**src/shared/dtc_cfg.svh**
```systemverilog
// Constants for the DRAM termination controller: register offsets, resets, latency figures.
// Assumes it is included once per compilation unit by bare name.
`ifndef DTC_CFG_SVH
`define DTC_CFG_SVH

// Register byte addresses
`define DTC_ADDR_MODE    32'h0000_0000
`define DTC_ADDR_LAT     32'h0000_0004
`define DTC_ADDR_ZQLEN   32'h0000_0008
`define DTC_ADDR_STATUS  32'h0000_000C

// Reset values
`define DTC_MODE_RST     12'h000
`define DTC_LAT_RST      12'h3C9
`define DTC_ZQLEN_RST    16'h0080

// Status field positions
`define DTC_ST_SR_BIT    2
`define DTC_ST_ZQ_BIT    3
`define DTC_ST_RX_BIT    4
`define DTC_ST_EN_BIT    5
`define DTC_ST_ERR_BIT   8

// Read turn-off offsets and extensions, and ODT synchroniser latency, in clocks
`define DTC_X_1T         4'h2
`define DTC_X_2T         4'h3
`define DTC_Y_CRC        4'h1
`define DTC_HALF_BL8     4'h4
`define DTC_HALF_BC4     4'h2
`define DTC_SYNC_LAT     4'h2

// Write termination windows (ODTLcwn minus ODTLcnw)
`define DTC_WLEN_BL8_1T  4'h6
`define DTC_WLEN_BC4_1T  4'h4
`define DTC_WLEN_BL8_2T  4'h7
`define DTC_WLEN_BC4_2T  4'h5
`define DTC_WLEN_CRC_1T  4'h7
`define DTC_WLEN_CRC_2T  4'h8

// Delay line geometry
`define DTC_DLY_DEPTH    64
`define DTC_TAP_W        6

// Effective termination values in ohms
`define DTC_OHM_240      8'hF0
`define DTC_OHM_120      8'h78
`define DTC_OHM_80       8'h50
`define DTC_OHM_60       8'h3C
`define DTC_OHM_48       8'h30
`define DTC_OHM_40       8'h28
`define DTC_OHM_34       8'h22

`endif

```
**src/shared/dtc_pkg.sv**
```systemverilog
// Types shared by the DRAM termination controller files.
// Assumes nothing beyond a SystemVerilog compiler.
`default_nettype none
package dtc_pkg;

   typedef enum logic [1:0] {
      DTC_HIZ  = 2'b00,
      DTC_PARK = 2'b01,
      DTC_NOM  = 2'b10,
      DTC_WRT  = 2'b11
   } dtc_state_type;

   typedef enum logic [2:0] {
      DTC_CMD_NOP  = 3'b000,
      DTC_CMD_RD   = 3'b001,
      DTC_CMD_WR   = 3'b010,
      DTC_CMD_SRE  = 3'b011,
      DTC_CMD_SRX  = 3'b100,
      DTC_CMD_ZQCL = 3'b101,
      DTC_CMD_ZQCS = 3'b110
   } dtc_cmd_code_type;

   typedef struct packed {
      dtc_cmd_code_type code;
      logic             bc4;
   } dtc_cmd_type;

   typedef struct packed {
      logic       x8;
      logic       crc_en;
      logic       pre2t;
      logic       tdqs_en;
      logic [2:0] park;
      logic [1:0] wr;
      logic [2:0] nom;
   } dtc_mode_type;

   typedef struct packed {
      logic [5:0] rl;
      logic [5:0] wl;
   } dtc_lat_type;

   typedef struct packed {
      dtc_state_type state;
      logic [2:0]    code;
      logic [7:0]    ohms;
      logic          tdqs;
   } dtc_term_type;

endpackage
`default_nettype wire

```
**src/rtl/dtc_delay_line.sv**
```systemverilog
// Shift-register delay line with a run-time tap, one entry per clock.
// Assumes hclk domain inputs; cke freezes the line.
`timescale 1ns/10ps
`default_nettype none
`include "dtc_cfg.svh"

module dtc_delay_line #(
   parameter int unsigned W = 2
) (
   input  wire logic                  hclk,
   input  wire logic                  hresetn,
   input  wire logic                  cke,
   input  wire logic [W-1:0]          din,
   input  wire logic [`DTC_TAP_W-1:0] tap,
   output logic      [W-1:0]          dout
);

   logic [W-1:0] line_q [`DTC_DLY_DEPTH];

   // Entry i holds the input seen i+1 enabled edges ago
   always_ff @(posedge hclk or negedge hresetn) begin
      if (!hresetn) begin
         for (int i = 0; i < `DTC_DLY_DEPTH; i++) begin
            line_q[i] <= '0;
         end
      end else if (cke) begin
         line_q[0] <= din;
         for (int i = 1; i < `DTC_DLY_DEPTH; i++) begin
            line_q[i] <= line_q[i-1];
         end
      end
   end

   // Combinational tap keeps the latency exact for any setting
   assign dout = line_q[tap];

endmodule
`default_nettype wire

```
**src/rtl/dtc_term_ctrl.sv**
```systemverilog
// DRAM on-die termination state controller with an AHB-Lite register slave.
// Assumes commands arrive on hclk from logic; the ODT pin is asynchronous.
`timescale 1ns/10ps
`default_nettype none
`include "dtc_cfg.svh"

// Operation
// - ODT held low during ZQ calibration; device keeps parked termination.
// - On x8 parts, termination strobe pair terminates only when enabled.
// - Self-refresh forces Hi-Z regardless of mode settings.
// - ODT pin ignored when nominal field is zero or in self-refresh.
// - Termination counts enabled when nominal, write or park field non-zero.
// - Enabled write termination applies for the write window regardless of ODT.
// - Nominal termination switches on when ODT sampled high and field enabled.
// - ODT low: park value if enabled, otherwise Hi-Z.
// - Read disables termination from RL-X for BL/2+X+Y clocks.
// - X is two clocks for 1-clock preamble, three for 2-clock.
// - Y is zero with write CRC off, one with it on.
// - Priority: read disable, write, nominal, park.
// - ODT receiver powered down when nominal termination is disabled.
// - Selectable values are 240, 120, 80, 60, 48, 40 and 34 ohms.
// - Nominal termination follows ODT after WL-2 clocks, 1-clock preamble.
// - Write termination starts WL-2 or WL-3 clocks after the write.
module dtc_term_ctrl (
   input  wire logic                 hclk,
   input  wire logic                 hresetn,
   input  wire logic                 cke,
   input  wire logic                 hsel,
   input  wire logic [31:0]          haddr,
   input  wire logic [1:0]           htrans,
   input  wire logic                 hwrite,
   input  wire logic [2:0]           hsize,
   input  wire logic [31:0]          hwdata,
   input  wire logic                 hready,
   output logic                      hreadyout,
   output logic                      hresp,
   output logic      [31:0]          hrdata,
   input  wire dtc_pkg::dtc_cmd_type cmd,
   input  wire logic                 odt_pin,
   output logic                      odt_rx_en,
   output dtc_pkg::dtc_term_type     term
);
   import dtc_pkg::*;

   // Latency tap: base - sub - 1, floored at zero
   function automatic logic [`DTC_TAP_W-1:0] lat_tap(input logic [5:0] base, input logic [3:0] sub);
      logic [6:0] t;
      t = {1'b0, base} - {3'b000, sub} - 7'h01;
      return t[6] ? 6'h00 : t[5:0];
   endfunction

   // Field code to effective ohms; write field uses its own table
   function automatic logic [7:0] rtt_ohms(input logic [2:0] code, input logic is_wr);
      logic [7:0] o;
      o = 8'h00;
      if (is_wr) begin
         unique case (code[1:0])
            2'b00: o = 8'h00;
            2'b01: o = `DTC_OHM_120;
            2'b10: o = `DTC_OHM_240;
            2'b11: o = `DTC_OHM_80;
         endcase
      end else begin
         unique case (code)
            3'b000: o = 8'h00;
            3'b001: o = `DTC_OHM_60;
            3'b010: o = `DTC_OHM_120;
            3'b011: o = `DTC_OHM_40;
            3'b100: o = `DTC_OHM_240;
            3'b101: o = `DTC_OHM_48;
            3'b110: o = `DTC_OHM_80;
            3'b111: o = `DTC_OHM_34;
         endcase
      end
      return o;
   endfunction

   dtc_mode_type  mode_q, mode_d;
   dtc_lat_type   lat_q, lat_d;
   logic [15:0]   zqlen_q, zqlen_d;
   logic          err_q, err_d;
   logic          wr_pend_q;
   logic [31:0]   addr_q;
   logic [31:0]   rd_val;
   logic          odt_m_q, odt_s_q;
   logic          sr_q;
   logic [15:0]   zq_cnt_q;
   logic [3:0]    rd_cnt_q, wr_cnt_q;
   logic          zq_busy, odt_live, term_en;
   logic [3:0]    x_off, y_ext, rd_len, wr_len;
   logic [1:0]    rd_dly, wr_dly;
   logic [0:0]    odt_dly;
   logic          rd_hit, wr_hit, rd_on, wr_on, nom_on;
   logic          cmd_rd, cmd_wr;
   dtc_state_type st_d;
   dtc_term_type  term_d;

   // Bus stalls while the clock enable is low, since all state is frozen
   assign hreadyout = cke;
   assign hresp     = 1'b0;

   // Address phase capture and registered read data
   always_ff @(posedge hclk or negedge hresetn) begin
      if (!hresetn) begin
         wr_pend_q <= 1'b0;
         addr_q    <= 32'h0000_0000;
         hrdata    <= 32'h0000_0000;
      end else if (cke && hready) begin
         wr_pend_q <= hsel && htrans[1] && hwrite;
         addr_q    <= haddr;
         hrdata    <= (hsel && htrans[1] && !hwrite) ? rd_val : 32'h0000_0000;
      end
   end

   // Read mux sees next values so a read right after a write is current
   always_comb begin
      rd_val = 32'h0000_0000;
      unique case (haddr)
         `DTC_ADDR_MODE:   rd_val = {20'h0_0000, mode_d};
         `DTC_ADDR_LAT:    rd_val = {20'h0_0000, lat_d};
         `DTC_ADDR_ZQLEN:  rd_val = {16'h0000, zqlen_d};
         `DTC_ADDR_STATUS: begin
            rd_val[1:0]             = term.state;
            rd_val[`DTC_ST_SR_BIT]  = sr_q;
            rd_val[`DTC_ST_ZQ_BIT]  = zq_busy;
            rd_val[`DTC_ST_RX_BIT]  = odt_rx_en;
            rd_val[`DTC_ST_EN_BIT]  = term_en;
            rd_val[`DTC_ST_ERR_BIT] = err_d;
         end
         default:          rd_val = 32'h0000_0000;
      endcase
   end

   // Data phase writes; unmapped addresses are ignored
   always_comb begin
      mode_d  = mode_q;
      lat_d   = lat_q;
      zqlen_d = zqlen_q;
      if (wr_pend_q && cke) begin
         if (addr_q == `DTC_ADDR_MODE) mode_d = dtc_mode_type'(hwdata[11:0]);
         if (addr_q == `DTC_ADDR_LAT) lat_d = dtc_lat_type'(hwdata[11:0]);
         if (addr_q == `DTC_ADDR_ZQLEN) zqlen_d = hwdata[15:0];
      end
   end

   // ODT high during calibration is a controller fault; set beats clear
   always_comb begin
      err_d = err_q;
      if (wr_pend_q && cke && addr_q == `DTC_ADDR_STATUS && hwdata[`DTC_ST_ERR_BIT]) err_d = 1'b0;
      if (cke && zq_busy && odt_s_q) err_d = 1'b1;
   end

   // Configuration registers
   always_ff @(posedge hclk or negedge hresetn) begin
      if (!hresetn) begin
         mode_q  <= dtc_mode_type'(`DTC_MODE_RST);
         lat_q   <= dtc_lat_type'(`DTC_LAT_RST);
         zqlen_q <= `DTC_ZQLEN_RST;
         err_q   <= 1'b0;
      end else begin
         mode_q  <= mode_d;
         lat_q   <= lat_d;
         zqlen_q <= zqlen_d;
         err_q   <= err_d;
      end
   end

   // Pin synchroniser for the ODT input
   always_ff @(posedge hclk or negedge hresetn) begin
      if (!hresetn) begin
         odt_m_q <= 1'b0;
         odt_s_q <= 1'b0;
      end else if (cke) begin
         odt_m_q <= odt_pin;
         odt_s_q <= odt_m_q;
      end
   end

   // Receiver off saves power when nominal termination is unused
   assign odt_rx_en = (mode_q.nom != 3'b000);
   assign odt_live  = odt_s_q && odt_rx_en && !sr_q;
   assign term_en   = (mode_q.nom != 3'b000) || (mode_q.wr != 2'b00) || (mode_q.park != 3'b000);
   assign zq_busy   = (zq_cnt_q != 16'h0000);

   // Preamble and CRC adjustments
   assign x_off  = mode_q.pre2t ? `DTC_X_2T : `DTC_X_1T;
   assign y_ext  = mode_q.crc_en ? `DTC_Y_CRC : 4'h0;
   assign rd_len = (rd_dly[0] ? `DTC_HALF_BC4 : `DTC_HALF_BL8) + x_off + y_ext;

   // Write window length by burst, CRC and preamble
   always_comb begin
      if (mode_q.crc_en) wr_len = mode_q.pre2t ? `DTC_WLEN_CRC_2T : `DTC_WLEN_CRC_1T;
      else if (wr_dly[0]) wr_len = mode_q.pre2t ? `DTC_WLEN_BC4_2T : `DTC_WLEN_BC4_1T;
      else wr_len = mode_q.pre2t ? `DTC_WLEN_BL8_2T : `DTC_WLEN_BL8_1T;
   end

   // Commands other than exit are not taken in self-refresh
   assign cmd_rd = (cmd.code == DTC_CMD_RD) && !sr_q;
   assign cmd_wr = (cmd.code == DTC_CMD_WR) && !sr_q && (mode_q.wr != 2'b00);

   // Read commands delayed to RL-X
   dtc_delay_line #(.W(2)) u_rd_line (
      .hclk    (hclk),
      .hresetn (hresetn),
      .cke     (cke),
      .din     ({cmd_rd, cmd.bc4}),
      .tap     (lat_tap(lat_q.rl, x_off)),
      .dout    (rd_dly)
   );

   // Write commands delayed to WL-X
   dtc_delay_line #(.W(2)) u_wr_line (
      .hclk    (hclk),
      .hresetn (hresetn),
      .cke     (cke),
      .din     ({cmd_wr, cmd.bc4}),
      .tap     (lat_tap(lat_q.wl, x_off)),
      .dout    (wr_dly)
   );

   // Synchroniser stages count toward the WL-X ODT latency
   dtc_delay_line #(.W(1)) u_odt_line (
      .hclk    (hclk),
      .hresetn (hresetn),
      .cke     (cke),
      .din     (odt_live),
      .tap     (lat_tap(lat_q.wl, x_off + `DTC_SYNC_LAT)),
      .dout    (odt_dly)
   );

   assign rd_hit = rd_dly[1];
   assign wr_hit = wr_dly[1];
   assign rd_on  = rd_hit || (rd_cnt_q != 4'h0);
   assign wr_on  = wr_hit || (wr_cnt_q != 4'h0);
   assign nom_on = odt_dly[0] && (mode_q.nom != 3'b000) && !sr_q;

   // Window counters; a new hit restarts the window
   always_ff @(posedge hclk or negedge hresetn) begin
      if (!hresetn) begin
         rd_cnt_q <= 4'h0;
         wr_cnt_q <= 4'h0;
      end else if (cke) begin
         if (rd_hit) rd_cnt_q <= rd_len - 4'h1;
         else if (rd_cnt_q != 4'h0) rd_cnt_q <= rd_cnt_q - 4'h1;
         if (wr_hit) wr_cnt_q <= wr_len - 4'h1;
         else if (wr_cnt_q != 4'h0) wr_cnt_q <= wr_cnt_q - 4'h1;
      end
   end

   // Self-refresh and calibration tracking
   always_ff @(posedge hclk or negedge hresetn) begin
      if (!hresetn) begin
         sr_q     <= 1'b0;
         zq_cnt_q <= 16'h0000;
      end else if (cke) begin
         if (cmd.code == DTC_CMD_SRE) sr_q <= 1'b1;
         else if (cmd.code == DTC_CMD_SRX) sr_q <= 1'b0;
         if (!sr_q && (cmd.code == DTC_CMD_ZQCL || cmd.code == DTC_CMD_ZQCS)) zq_cnt_q <= zqlen_q;
         else if (zq_busy) zq_cnt_q <= zq_cnt_q - 16'h0001;
      end
   end

   // Fixed priority resolution of the termination source
   always_comb begin
      if (sr_q) st_d = DTC_HIZ;
      else if (zq_busy) st_d = (mode_q.park != 3'b000) ? DTC_PARK : DTC_HIZ;
      else if (rd_on) st_d = DTC_HIZ;
      else if (wr_on) st_d = DTC_WRT;
      else if (nom_on) st_d = DTC_NOM;
      else if (mode_q.park != 3'b000) st_d = DTC_PARK;
      else st_d = DTC_HIZ;
   end

   // Value and strobe-pair termination follow the chosen source
   always_comb begin
      term_d.state = st_d;
      term_d.code  = 3'b000;
      unique case (st_d)
         DTC_HIZ:  term_d.code = 3'b000;
         DTC_PARK: term_d.code = mode_q.park;
         DTC_NOM:  term_d.code = mode_q.nom;
         DTC_WRT:  term_d.code = {1'b0, mode_q.wr};
      endcase
      term_d.ohms = rtt_ohms(term_d.code, st_d == DTC_WRT);
      term_d.tdqs = mode_q.x8 && mode_q.tdqs_en && (st_d != DTC_HIZ);
   end

   // One registered state per enabled edge
   always_ff @(posedge hclk or negedge hresetn) begin
      if (!hresetn) term <= '0;
      else if (cke) term <= term_d;
   end
endmodule
`default_nettype wire

```
**config.mk**
```make
export PLATFORM = sky130hd
export DESIGN_NAME = dtc_term_ctrl
export DESIGN_NICKNAME = d
export VERILOG_FILES = /design/src/shared/dtc_pkg.sv /design/src/rtl/dtc_delay_line.sv /design/src/rtl/dtc_term_ctrl.sv
export VERILOG_INCLUDE_DIRS = /design/src /design/src/shared
export SDC_FILE = /design/constraint.sdc
export NUM_CORES = 1
export LEC_CHECK = 0
export BUFFER_PORTS_ARGS = -buffer_cell sky130_fd_sc_hd__buf_2
export CAP_MARGIN = 20
export CORE_MARGIN = 2
export CORE_UTILIZATION = 50
export DETAILED_ROUTE_END_ITERATION = 10
export PLACE_DENSITY = 0.73
export SLEW_MARGIN = 20
export SYNTH_ARGS = -nofsm -noshare
export SYNTH_HDL_FRONTEND = slang
export SYNTH_HIERARCHICAL = 1
export SYNTH_SLANG_ARGS = --single-unit
```
**constraint.sdc**
```tcl
create_clock -name hclk -period 15.15 [get_ports hclk]
set_input_delay 0.7575 -clock hclk [delete_from_list [all_inputs] [get_ports hclk]]
set_output_delay 0.7575 -clock hclk [all_outputs]
set_load 0.03 [all_outputs]
```
==> reports/qor.txt <==
Root Driver: clkbuf_16
clk sinks: 450
Core Util, Final: 0.5618
power share of the clock group: 0.399
count leader, synth: dfrtp_1
post-synth top area cell: dfrtp_1
nets: 1,825
initial DRC count: 872
Initial Util: 0.5066
Max Slew Vio Count: 0
GP Congestion: 0.8961
crit path DAT: 7090 ps
library cells used by synthesis: 82
GRT Total Usage: 0.1991
HP Class: in -> async
worst slew pin tran: 1026 ps
DP HPWL: 29,190 um
area delta synth->final: 10.90%
Die Ht: 213.1 um
hold buffers post-CTS: 0
yosys warns: 6
Register-to-Register Path Depth: 21
# DRC: 0
fin worst setup slack: 8509 ps
Post-CTS Setup Bufs: 0
Max Buffers Root-to-Sink: 3
worst r2r src: mode_q[9]
Initial DRT Pass Iterations: 5
Post-Syn Area: 21,870 um2
Adder-Cell Fraction of Synth Area: 0.01293
final number of hold-violating endpoints: 0
pwr/cell area: 120.2 nW/um2
Synth Area in XOR/XNOR: 0.002803
Clock transition at path regs: 60 ps
clk_lat worst skew: 580 ps
crit path kind: reg -> reg
CTS resizes: 0
R2R setup slack: 8510 ps
Reg-to-Reg End: term[5]
vias in the first global route: 14,160
most frequent cells after synthesis: 443 x dfrtp_1, 399 x mux2_2, 85 x mux2i_1, 68 x nand2_1, 57 x clkbuf_1
Avg Cell Area, Syn: 13.17 um2
fin cells: 2,346
clock skew: 19.90 ps
Die Span X: 213.1 um
Synth async-reset ratio: 1.000
Slew HR: 0.3137
initial antenna violation count: 1
area share of the largest cell type after synthesis: 0.5069
Simple-Gate Fraction of Synth Area: 0.07512
Final period util: 0.4383
setup violators final: 0
post-synthesis sequential area ratio: 0.5153
TritonCTS clock tree: built
Critical Path RT: 15,600 ps
dpl ws: 8700 ps
Worst VDD drop: 0.00007220 V
Hold WS: 149.5 ps
Syn Inst Count: 1,660
DR vias/cell: 5.834
drt wl/cell: 18.99 um
Area contributors post-synth: dfrtp_1 51%, mux2_2 21%, mux2i_1 3.9%
outcome: finished, final reports clean
Leak: 0.01135 uW
largest net degree at the start of global routing: 88
die area: 45,430 um2
share of cells above drive strength 1: 0.3619
Total Wirelength: 44,550 um
Setup TNS: 0 ps
top_reg_cell synth: dfrtp_1
Switch Pwr: 727.5 uW
Final Critical Period: 6641 ps
I/O pins: 129
TritonCTS buffer count: 47
via count: 13,690
Combinational Power Share: 0.114
largest family of logic cells by synthesized area: multiplexers
mux cell area share after synthesis: 0.2948
Core Area: 43,170 um2
startpoint types: register
crit path launch: mode_q[9]
crit path max fanout: 39
Reg power frac: 0.487
Max H-tree Level: 2
buffers added on ports: 90
fill count: 3,497
EDFF count, synth: 0
Detail Route Antenna Nets: 0
synthesized flop and latch total: 450
total congestion overflow: 0
fmax: 150.6 MHz
Compound-Gate Fraction of Synth Area: 0.06494
CP Capture Type: register
RSZ-0062 raised after global routing: no
Core Rows: 76
Max Cap Viol: 0
placed insts: 2,258
Pint: 2189 uW
first-pass GRT wire length: 72,880 um
switching share of power: 0.2495
-- cells by family (layout without fill, tap and decap cells) --
| group | after synthesis | in the layout |
|---|---|---|
| flip-flops | 450 | 450 |
| multiplexers | 530 | 530 |
| XOR/XNOR | 7 | 7 |
| buffers and inverters | 140 | 223 |
| AO/OA/AOI/OAI | 206 | 206 |
| AND/OR/NAND/NOR | 304 | 304 |
| other | 1 | 19 |
| adder cells (fa/ha/maj) | 22 | 22 |
-- stage by stage --
step	cell area (um2)	power (uW)
2_1_floorplan	21930	1665
3_3_place_gp	22670	1753
3_5_place_dp	22670	1775
4_1_cts	24240	2946
5_1_grt	24250	3053
6_report	24250	2916
-- routing by layer --
layer | vias up | share of wire | track usage
met5 | - | 0 | 0
li1 | 6303 | - | -
met1 | 7030 | 0.44 | 0.2641
met3 | 84 | 0.046 | 0.04089
met4 | 0 | 0.029 | 0.06897
met2 | 270 | 0.48 | 0.3266
-- worst max path at each step --
| stage | end | slack, ps | cells past startpoint |
|---|---|---|---|
| 5_1_grt | term[5] | 8170 | 21 |
| 3_3_place_gp | term[5] | 8820 | 21 |
| 2_1_floorplan | term[5] | 10140 | 21 |
| 4_1_cts | term[5] | 8640 | 21 |
| 6_report | term[5] | 8510 | 21 |
| 3_5_place_dp | term[5] | 8700 | 21 |
-- layout make-up --
type | count | area (um2) | area share
antenna | 1 | 2.502 | 0.0001032
clock buffer | 75 | 1431 | 0.05902
multi-input combinational | 1087 | 9962 | 0.4108
sequential | 450 | 11270 | 0.4647
inverter | 28 | 105.1 | 0.004333
tap | 585 | 732.0 | 0.03018
clock inverter | 11 | 133.9 | 0.005520
timing repair buffer | 109 | 616.8 | 0.02543
-- layout by cell type (no fill, tap or decap), types with 20 or more instances in the layout --
| master | Yosys | layout |
|---|---|---|
| nand3_1 | 40 | 40 |
| buf_2 | 10 | 88 |
| mux4_2 | 21 | 21 |
| o21ai_0 | 42 | 42 |
| mux2i_1 | 85 | 85 |
| nor2b_1 | 24 | 22 |
| inv_1 | 28 | 28 |
| nand2_1 | 68 | 67 |
| a21oi_1 | 52 | 52 |
| clkbuf_16 | 0 | 47 |
| mux2_2 | 399 | 399 |
| dfrtp_1 | 443 | 443 |
| a22oi_1 | 20 | 20 |
| nor2_1 | 49 | 47 |
| ha_1 | 21 | 21 |
| mux4_1 | 23 | 23 |
| nor3_1 | 21 | 20 |
-- power by group through the flow --
| stage | clock (uW) | combinational (uW) | sequential, uW |
|---|---|---|---|
| after floorplan | 0 | 258 | 1410 |
| after global placement | 0 | 321 | 1430 |
| after detailed placement | 0 | 334 | 1440 |
| after CTS | 1190 | 337 | 1420 |
| after global routing | 1240 | 372 | 1440 |
| final | 1160 | 333 | 1420 |
-- flip-flops by register name, indices dropped and copies added (netlist names) --
register,flops
u_rd_line/line_q,128
term,13
wr_cnt_q,4
u_wr_line/line_q,128
hrdata,16
mode_q,12
u_odt_line/line_q,64
err_q,1
rd_cnt_q,4
wr_pend_q,1
lat_q,12
odt_s_q,1
zqlen_q,16
sr_q,1
zq_cnt_q,16
addr_q,32
odt_m_q,1
-- critical path, cell delays in order (launching register included) --
cell      delay, ps
dfrtp_1         440
inv_1           150
ha_1            260
ha_1            230
or3_1           350
nor3_1          680
nor2_4           10
buf_4           340
mux4_2          410
nor2b_1         130
a211oi_1         60
a21oi_1         170
o211ai_2        100
o21ai_1         650
nor2_1          300
or4_4           530
a21oi_4         230
mux2i_1         550
inv_1           190
ha_1            340
o31ai_1         260
o22ai_1         100
No activity file was read; power rests on OpenSTA's default activity.
